$ cat src/core/sdmb_pkg.sv
// constants and types for the quad-bank sdram command core
package sdmb_pkg;
  localparam int BANKS         = 4;
  localparam int ROW_W         = 11;
  localparam int COL_W         = 8;
  localparam int DATA_W        = 32;
  localparam int BANK_W        = 2;
  localparam int ADDR_W        = 12;
  localparam int PCHG_ALL_POS  = 10;
  localparam int CLK_MHZ       = 20;
  localparam int FIFO_DEPTH    = 32;
  // timing figures in ns and derived cycle counts
  localparam int PRECHARGE_PERIOD_NS   = 20;
  localparam int WRITE_RECOVERY_NS     = 14;
  localparam int ACT_TO_ACCESS_NS      = 20;
  localparam int SELF_REF_EXIT_NS      = 70;
  localparam int PRECHARGE_CYC = (PRECHARGE_PERIOD_NS * CLK_MHZ + 999) / 1000;
  localparam int WR_REC_CYC    = (WRITE_RECOVERY_NS * CLK_MHZ + 999) / 1000;
  localparam int ACT_CYC       = (ACT_TO_ACCESS_NS * CLK_MHZ + 999) / 1000;
  localparam int SR_EXIT_CYC   = (SELF_REF_EXIT_NS * CLK_MHZ + 999) / 1000;
  localparam int CAS_LAT_RST   = 2;
  localparam int BURST_LEN_RST = 8;
  localparam int CNT_W         = 4;
  typedef enum logic [3:0] {
    SDMB_CMD_NOP, SDMB_CMD_ACT, SDMB_CMD_RD, SDMB_CMD_WR, SDMB_CMD_PRE,
    SDMB_CMD_BST, SDMB_CMD_REF, SDMB_CMD_MRS
  } sdmb_cmd_e;
  typedef enum logic [2:0] {
    SDMB_IDLE, SDMB_ACTIVATING, SDMB_ACTIVE, SDMB_PRECHARGING, SDMB_WR_RECOVER
  } sdmb_bank_e;
endpackage

$ cat src/core/sdmb_fifo.sv
// parameterised valid/ready fifo holding read data
`timescale 1ns/1ps
module sdmb_fifo #(
  parameter int WIDTH = 32,
  parameter int DEPTH = 32
) (
  input  wire logic             clk,
  input  wire logic             rst_n,
  input  wire logic             in_valid,
  output logic                  in_ready,
  input  wire logic [WIDTH-1:0] in_data,
  output logic                  out_valid,
  input  wire logic             out_ready,
  output logic      [WIDTH-1:0] out_data
);
  localparam int AW = $clog2(DEPTH);
  logic [WIDTH-1:0] mem_reg [DEPTH];
  logic [AW-1:0]    wr_ptr_reg;
  logic [AW-1:0]    rd_ptr_reg;
  logic [AW:0]      count_reg;
  logic             push;
  logic             pop;
  // full at exactly DEPTH words; the extra count bit tells full from empty
  assign in_ready  = (count_reg != (AW+1)'(DEPTH)) ? 1'b1 : 1'b0;
  assign out_valid = (count_reg != '0);
  assign push      = in_valid && in_ready;
  assign pop       = out_valid && out_ready;
  assign out_data  = mem_reg[rd_ptr_reg];
  // storage write
  always_ff @(posedge clk) begin
    if (push) begin
      mem_reg[wr_ptr_reg] <= in_data;
    end
  end
  // pointers and fill level
  always_ff @(posedge clk) begin
    if (!rst_n) begin
      wr_ptr_reg <= '0;
      rd_ptr_reg <= '0;
      count_reg  <= '0;
    end else begin
      if (push) wr_ptr_reg <= AW'(wr_ptr_reg + 1'b1);
      if (pop)  rd_ptr_reg <= AW'(rd_ptr_reg + 1'b1);
      count_reg <= (AW+1)'(count_reg + push - pop);
    end
  end
endmodule // sdmb_fifo

$ cat src/core/sdmb_core.sv
// quad-bank sdram command decode, bank tracking and burst engine
`timescale 1ns/1ps
module sdmb_core
  import sdmb_pkg::*;
#(
  parameter int SR_EXIT = SR_EXIT_CYC
) (
  input  wire logic                      clk,
  input  wire logic                      rst_n,
  input  wire logic                      clock_enable,
  input  wire logic                      chip_select_n,
  input  wire logic                      row_strobe_n,
  input  wire logic                      column_strobe_n,
  input  wire logic                      write_enable_n,
  input  wire logic                      bank_select_lo,
  input  wire logic                      bank_select_hi,
  input  wire logic [sdmb_pkg::ADDR_W-1:0] address,
  input  wire logic [sdmb_pkg::DATA_W-1:0] wdata,
  input  wire logic [3:0]                byte_mask,
  input  wire logic                      self_refresh_exit,
  output logic      [sdmb_pkg::DATA_W-1:0] rdata,
  output logic                           rdata_valid,
  input  wire logic                      rdata_ready,
  output logic      [sdmb_pkg::BANKS-1:0]  bank_idle
);
  import sdmb_pkg::*;
  localparam int MEM_W = BANK_W + ROW_W + COL_W;
  localparam int MEM_N = 64;
  // clock enable history, decoded pins, mode and bank state
  logic              cke_reg;
  sdmb_cmd_e         cmd;
  logic [BANK_W-1:0] bank;
  logic [1:0]        cas_lat_reg;
  logic [3:0]        blen_reg;
  logic [CNT_W-1:0]  sr_cnt_reg;
  logic              cmd_ok;
  sdmb_bank_e        bst_reg [BANKS];
  logic [CNT_W-1:0]  tmr_reg [BANKS];
  logic [ROW_W-1:0]  row_reg [BANKS];
  logic [BANKS-1:0]  ap_pend_reg;
  // burst engine
  logic              bur_rd_reg;
  logic              bur_wr_reg;
  logic [BANK_W-1:0] bur_bank_reg;
  logic              bur_ap_reg;
  logic [COL_W-1:0]  bur_col_reg;
  logic [3:0]        bur_left_reg;
  logic [DATA_W-1:0] mem_reg [MEM_N];
  logic [DATA_W-1:0] rd_pipe_reg [3];
  logic [2:0]        rd_vld_pipe_reg;
  logic              fifo_ready;
  logic [5:0]        rd_idx;
  logic [5:0]        wr_idx;
  // column stepping inside the burst block
  logic [COL_W-1:0]  col_mask;
  logic [COL_W-1:0]  col_start_nxt;
  logic [COL_W-1:0]  col_run_nxt;

  assign bank = {bank_select_hi, bank_select_lo};

  // clock enable history and self refresh exit wait
  always_ff @(posedge clk) begin
    if (!rst_n) begin
      cke_reg      <= 1'b0;
      sr_cnt_reg   <= '0;
    end else begin
      cke_reg      <= clock_enable;
      if (self_refresh_exit)
        sr_cnt_reg <= CNT_W'(SR_EXIT);
      else if (sr_cnt_reg != '0)
        sr_cnt_reg <= CNT_W'(sr_cnt_reg - 1'b1);
    end
  end
  // previous edge comes from cke_reg, current edge straight from the pin
  assign cmd_ok = cke_reg && clock_enable && (sr_cnt_reg == '0);

  // command decode from strobes
  always_comb begin
    cmd = SDMB_CMD_NOP;
    if (!chip_select_n && cmd_ok) begin
      unique case ({row_strobe_n, column_strobe_n, write_enable_n})
        3'b011:  cmd = SDMB_CMD_ACT;
        3'b101:  cmd = SDMB_CMD_RD;
        3'b100:  cmd = SDMB_CMD_WR;
        3'b010:  cmd = SDMB_CMD_PRE;
        3'b110:  cmd = SDMB_CMD_BST;
        3'b001:  cmd = SDMB_CMD_REF;
        3'b000:  cmd = SDMB_CMD_MRS;
        default: cmd = SDMB_CMD_NOP;
      endcase
    end
  end

  // mode load keeps latency and burst length; controller ensures idle
  always_ff @(posedge clk) begin
    if (!rst_n) begin
      cas_lat_reg <= 2'(CAS_LAT_RST);
      blen_reg    <= 4'(BURST_LEN_RST);
    end else if (cmd == SDMB_CMD_MRS) begin
      cas_lat_reg <= (address[6:4] == 3'h3) ? 2'h3 : 2'h2;
      unique case (address[2:0])
        3'h0:    blen_reg <= 4'h1;
        3'h1:    blen_reg <= 4'h2;
        3'h2:    blen_reg <= 4'h4;
        default: blen_reg <= 4'h8;
      endcase
    end
  end

  // per-bank state; each bank reacts to its own commands, precharge all, and reads/writes that cut its auto precharge burst
  genvar b;
  generate
    for (b = 0; b < BANKS; b++) begin : g_bank
      logic hit;
      logic all_pre;
      logic interrupted;
      assign hit     = (bank == BANK_W'(b));
      assign all_pre = address[PCHG_ALL_POS];
      // another bank's read/write ends this bank's auto precharge burst
      assign interrupted = (bur_rd_reg || bur_wr_reg) && bur_ap_reg
                        && (bur_bank_reg == BANK_W'(b)) && !hit
                        && (cmd == SDMB_CMD_RD || cmd == SDMB_CMD_WR);
      always_ff @(posedge clk) begin
        if (!rst_n) begin
          bst_reg[b]     <= SDMB_IDLE;
          tmr_reg[b]     <= '0;
          row_reg[b]     <= '0;
          ap_pend_reg[b] <= 1'b0;
        end else begin
          if (tmr_reg[b] != '0)
            tmr_reg[b] <= CNT_W'(tmr_reg[b] - 1'b1);
          unique case (bst_reg[b])
            SDMB_ACTIVATING:
              if (tmr_reg[b] <= CNT_W'(1)) bst_reg[b] <= SDMB_ACTIVE;
            SDMB_PRECHARGING:
              if (tmr_reg[b] <= CNT_W'(1)) bst_reg[b] <= SDMB_IDLE;
            SDMB_WR_RECOVER:
              if (tmr_reg[b] <= CNT_W'(1)) begin
                bst_reg[b] <= SDMB_PRECHARGING;
                tmr_reg[b] <= CNT_W'(PRECHARGE_CYC);
              end
            default: ;
          endcase
          if (interrupted && bur_rd_reg) begin
            bst_reg[b]     <= SDMB_PRECHARGING;
            tmr_reg[b]     <= CNT_W'(PRECHARGE_CYC);
            ap_pend_reg[b] <= 1'b0;
          end else if (interrupted && bur_wr_reg) begin
            bst_reg[b]     <= SDMB_WR_RECOVER;
            tmr_reg[b]     <= CNT_W'(WR_REC_CYC);
            ap_pend_reg[b] <= 1'b0;
          end else if (ap_pend_reg[b] && bur_left_reg == 4'h1
                       && bur_bank_reg == BANK_W'(b)) begin
            bst_reg[b]     <= SDMB_PRECHARGING; // end of own auto precharge burst
            tmr_reg[b]     <= CNT_W'(PRECHARGE_CYC);
            ap_pend_reg[b] <= 1'b0;
          end
          if (cmd == SDMB_CMD_ACT && hit && bst_reg[b] == SDMB_IDLE) begin
            bst_reg[b] <= SDMB_ACTIVATING;
            tmr_reg[b] <= CNT_W'(ACT_CYC);
            row_reg[b] <= address[ROW_W-1:0];
          end
          if (cmd == SDMB_CMD_PRE && (hit || all_pre)
              && bst_reg[b] == SDMB_ACTIVE) begin
            bst_reg[b] <= SDMB_PRECHARGING;
            tmr_reg[b] <= CNT_W'(PRECHARGE_CYC);
          end
          if ((cmd == SDMB_CMD_RD || cmd == SDMB_CMD_WR) && hit
              && bst_reg[b] == SDMB_ACTIVE)
            ap_pend_reg[b] <= address[PCHG_ALL_POS];
        end
      end
      assign bank_idle[b] = (bst_reg[b] == SDMB_IDLE);
    end
  endgenerate

  // burst wraps inside its block of burst length columns, never crossing it
  assign col_mask      = COL_W'(blen_reg - 1'b1);
  assign col_start_nxt = (address[COL_W-1:0] & ~col_mask)
                       | (COL_W'(address[COL_W-1:0] + 1'b1) & col_mask);
  assign col_run_nxt   = (bur_col_reg & ~col_mask)
                       | (COL_W'(bur_col_reg + 1'b1) & col_mask);

  // burst engine: newest read/write replaces the running burst
  always_ff @(posedge clk) begin
    if (!rst_n) begin
      bur_rd_reg   <= 1'b0;
      bur_wr_reg   <= 1'b0;
      bur_bank_reg <= '0;
      bur_ap_reg   <= 1'b0;
      bur_col_reg  <= '0;
      bur_left_reg <= '0;
    end else if ((cmd == SDMB_CMD_RD || cmd == SDMB_CMD_WR)
                 && bst_reg[bank] == SDMB_ACTIVE) begin
      bur_rd_reg   <= (cmd == SDMB_CMD_RD);
      bur_wr_reg   <= (cmd == SDMB_CMD_WR);
      bur_bank_reg <= bank;
      bur_ap_reg   <= address[PCHG_ALL_POS];
      bur_col_reg  <= col_start_nxt;
      bur_left_reg <= 4'(blen_reg - 1'b1);
    end else if (cmd == SDMB_CMD_BST || bur_left_reg <= 4'h1) begin
      bur_rd_reg   <= 1'b0; // terminate acts on current burst only
      bur_wr_reg   <= 1'b0;
      bur_left_reg <= '0;
    end else begin
      // precharge to another bank lands here: burst runs on
      bur_col_reg  <= col_run_nxt;
      bur_left_reg <= 4'(bur_left_reg - 1'b1);
    end
  end

  // small storage window: low column bits and bank select the word
  assign wr_idx = (cmd == SDMB_CMD_WR) ? {bank, address[3:0]}
                                       : {bur_bank_reg, bur_col_reg[3:0]};
  assign rd_idx = (cmd == SDMB_CMD_RD) ? {bank, address[3:0]}
                                       : {bur_bank_reg, bur_col_reg[3:0]};
  always_ff @(posedge clk) begin
    if ((cmd == SDMB_CMD_WR && bst_reg[bank] == SDMB_ACTIVE)
        || (bur_wr_reg && bur_left_reg != '0 && cmd != SDMB_CMD_RD
            && cmd != SDMB_CMD_WR && cmd != SDMB_CMD_BST)) begin
      if (byte_mask == 4'h0) mem_reg[wr_idx] <= wdata;
    end
  end

  // read pipeline: depth follows cas latency, new read overtakes old
  always_ff @(posedge clk) begin
    if (!rst_n) begin
      rd_vld_pipe_reg <= '0;
      for (int i = 0; i < 3; i++) rd_pipe_reg[i] <= '0;
    end else begin
      rd_pipe_reg[0]     <= mem_reg[rd_idx];
      rd_vld_pipe_reg[0] <= (cmd == SDMB_CMD_RD && bst_reg[bank] == SDMB_ACTIVE)
                         || (bur_rd_reg && bur_left_reg != '0
                             && cmd != SDMB_CMD_WR && cmd != SDMB_CMD_BST);
      rd_pipe_reg[1]     <= rd_pipe_reg[0];
      rd_vld_pipe_reg[1] <= rd_vld_pipe_reg[0];
      rd_pipe_reg[2]     <= rd_pipe_reg[1];
      rd_vld_pipe_reg[2] <= rd_vld_pipe_reg[1];
    end
  end

  // output buffer; full fifo drops words since the dram cannot stall
  sdmb_fifo #(
    .WIDTH (DATA_W),
    .DEPTH (FIFO_DEPTH)
  ) u_fifo (
    .clk       (clk),
    .rst_n     (rst_n),
    .in_valid  ((cas_lat_reg == 2'h3) ? rd_vld_pipe_reg[2] : rd_vld_pipe_reg[1]),
    .in_ready  (fifo_ready),
    .in_data   ((cas_lat_reg == 2'h3) ? rd_pipe_reg[2] : rd_pipe_reg[1]),
    .out_valid (rdata_valid),
    .out_ready (rdata_ready),
    .out_data  (rdata)
  );
endmodule // sdmb_core

$ cat config.mk
export PLATFORM = sky130hd
export DESIGN_NAME = sdmb_core
export DESIGN_NICKNAME = d
export VERILOG_FILES = /design/src/core/sdmb_pkg.sv /design/src/core/sdmb_fifo.sv /design/src/core/sdmb_core.sv
export SDC_FILE = /design/constraint.sdc
export NUM_CORES = 2
export LEC_CHECK = 0
export BUFFER_PORTS_ARGS = -buffer_cell sky130_fd_sc_hd__clkbuf_2
export CORE_MARGIN = 1
export CORE_UTILIZATION = 40
export DETAILED_ROUTE_END_ITERATION = 8
export PLACE_DENSITY = 0.52
export SETUP_SLACK_MARGIN = 0.5
export SKIP_CTS_REPAIR_TIMING = 1
export SLEW_MARGIN = 25
export SYNTH_ARGS = -nofsm -noshare
export SYNTH_HDL_FRONTEND = slang
export SYNTH_SLANG_ARGS = --single-unit
$ cat constraint.sdc
create_clock -name clk -period 5.8 [get_ports clk]
set_input_delay 0.87 -clock clk [delete_from_list [all_inputs] [get_ports clk]]
set_output_delay 0.87 -clock clk [all_outputs]
set_load 0.005 [all_outputs]
==> results.md <==
- DR vias: 73,100
- Final wirelength: 378 mm
- RD Place Congestion: around 0.83
- Max reg flops: around 2,000
- Startpoint Class: flip-flop
- Root Driver: clkbuf_16
- Ports: 96
- Final Max Slew Viols: 0
- Gr usage total: 23.3%
- Placed wire-length estimate: around 210 mm
- Max VDD drop: slightly above 300 uV
- Ys async rst share: 0%
- Setup TNS: 0 ns
- Largest net degree at the start of global routing: 114
- CTS clk-pin slew, worst paths: 0.06 ns
- Final period utilization: 84.2%
- Minimum clock period: ~5 ns
- Mapped Area: 127,000 um2
- CP cell instances: or4_1 > or3_1 > nor2_1 > buf_4 > a21oi_1 > nor2_1 > nand2_1 > buf_4 > nor2_4 > buf_4
- Family with the most delay on the worst path: simple AND/OR/NAND/NOR gates
- Achievable Freq: just over 200 MHz
- Critical Path End Type: flip-flop
- Post-route setup slack: 0.917 ns
- Area Growth Syn to Fin: 14.9%
- Total grt overflow: 0
- Final hold violations: 0
- Via-to-Cell Ratio: 5.83
- Height of the chip: 565 um
- Initial core utilization: 40.3%
- Mapped Nets: approximately 7,900
- Yosys cell types: 76
- Crit-path most repeated cell: buf_4
- Global-route wire length before repair: approximately 530 mm
- Slowest cell on the critical path: or4_1
- DRT iter0 DRCs: between 8,000 and 9,000
- Clk buf depth: 4
- Final setup violating endpoints: 0
- Syn Area/Cell: 16.3 um2
- WS Path Type: flip-flop to flip-flop
- Worst Path Arrival: 5.38 ns
- CP Data Required Time: 6.30 ns
- Status: finished clean
- Layout cells sized above 1: 17.2%
- Headroom to the max-slew limit: ~25%
- Row cnt: 206
- Static leakage: between 0.04 and 0.05 uW
- Pre-antenna DRT Iters: 6
- Antenna violations before repair: 22
- Clk sinks: 3,247
- Port Buffers: 91
- Worst skew pair latency: 0.93 ns
- Final ANT Viol Nets: 0
- Clock Skew: 0.0828 ns
- CP max stage delay: 0.82 ns
- WP buf/inv: 3
- Drt drc: 0
- Post-synthesis cell count: 7,801
- Full die area: approximately 320,000 um2
- Max cap viols: 0
- Hold WC Path Type: input port to flip-flop
- Die X: 565 um
- Layout Nets: 8,177
- Synth Register Bits: 3,247
- Placement Setup Slack: 0.906 ns
- RSZ-0062 raised after global routing: false
- H-Tree Depth: 5
- CTS tree: yes
- Sequential share of the synthesized area: 75.7%
- Post-synth top flop: edfxtp_1
- Vias in the first global route: 71,300
- CTS Buf Count: 346
- Worst-margin pin slew: 1.13 ns
- Crit path max fanout: 32
- Yosys warns: 0
- Pwr dens: 404 nW/um2
- CORE AREA: 315,000 um2
- Wire length per cell: around 30 um
- EDFF count, synth: 3,100
==> per-stage QoR <==
stage / hold slack, ns / cell area [um2] / util [%] / instances / power [uW]
floorplan: 0.412 / 127000 / - / 7801 / 34000
CTS: 0.158 / 146000 / 46.2 / 12500 / 59200
global route: 0.204 / 146000 / 46.2 / 12500 / 60900
detailed placement: 0.424 / 135000 / 42.8 / 11900 / 37800
global placement: 0.425 / 135000 / 42.7 / 11900 / 37700
finish: 0.212 / 146000 / 46.2 / 12500 / 58900
==> kinds of logic after synthesis <==
family / share of synthesized area [%]
compound gates: 5.28
xor+xnor: 0.179
fa+ha+maj: 0.331
buf+inv: 1.89
flops: 75.7
mux: 8.07
simple gates: 8.57
==> cells in the mapped netlist (all sizes together), types with 66 or more instances <==
cell | count | area (um2)
o21ai | 68 | 340
buf | 314 | 1570
nand2 | 1380 | 5190
a311oi | 96 | 841
nand3 | 385 | 1930
mux4 | 321 | 7230
nor3 | 66 | 342
dfxtp | 147 | 2940
a32oi | 140 | 1230
and2 | 76 | 475
and3 | 185 | 1160
nor2 | 182 | 691
clkbuf | 184 | 691
a31oi | 168 | 1050
mux2i | 221 | 2210
edfxtp | 3100 | 93100
a211oi | 172 | 1290
mux2 | 70 | 792
a21oi | 107 | 539
==> where the power goes <==
part           switching (uW)  internal, uW
Sequential                341         26300
Combinational            6820          3870
Clock                    9220         12300
Total                   16400         42500
==> layout by cell type, fill, tap and decap left out, drive strengths merged, types with 140 or more instances in the layout <==
master and n:
a32oi 140, and3 185, edfxtp 3100, mux2i 221, buf 344, nand3 385
nor2 182, clkbuf 546, nand2 1380, dfxtp 147, a211oi 172, a31oi 168
mux4 321
==> final cells by class <==
class | count | area (um2)
fill | 27000 | 169000
sequential | 3247 | 96000
clock buffer | 456 | 9320
timing repair buffer | 434 | 4070
multi-input combinational | 4019 | 29300
inverter | 37 | 139
clock inverter | 179 | 1640
tap | 4160 | 5200
antenna | 12 | 30.0
==> metal layers <==
metal / wire length [um] / vias to the layer above / track usage (%) / share of wire [%]
met5: 0 / - / 0 / 0
li1: - / 31100 / - / -
met3: 29200 / 475 / 3.69 / 7.7
met1: 164000 / 38600 / 33.8 / 43
met4: 8570 / 0 / 5.64 / 2.3
met2: 176000 / 2905 / 37.0 / 47
==> final timing paths <==
| path | end | slack, ns | cells past startpoint | startpoint |
|---|---|---|---|---|
| max | mem_reg[11][14] | 0.92 | 10 | sr_cnt_reg[1] |
| min | cke_reg | 0.21 | 2 | clock_enable |
| max reg2reg | mem_reg[11][14] | 0.92 | 10 | sr_cnt_reg[1] |
| min reg2reg | rd_vld_pipe_reg[1] | 0.44 | 1 | rd_vld_pipe_reg[0] |
==> worst reg2reg max path: stages, from the launching register on <==
cell and delay, ns:
dfxtp_1 0.35, or4_1 0.83, or3_1 0.58, nor2_1 0.17
buf_4 0.29, a21oi_1 0.24, nor2_1 0.22, nand2_1 0.59
buf_4 0.41, nor2_4 0.10, buf_4 0.63
Power figures use the tool's default switching activity.
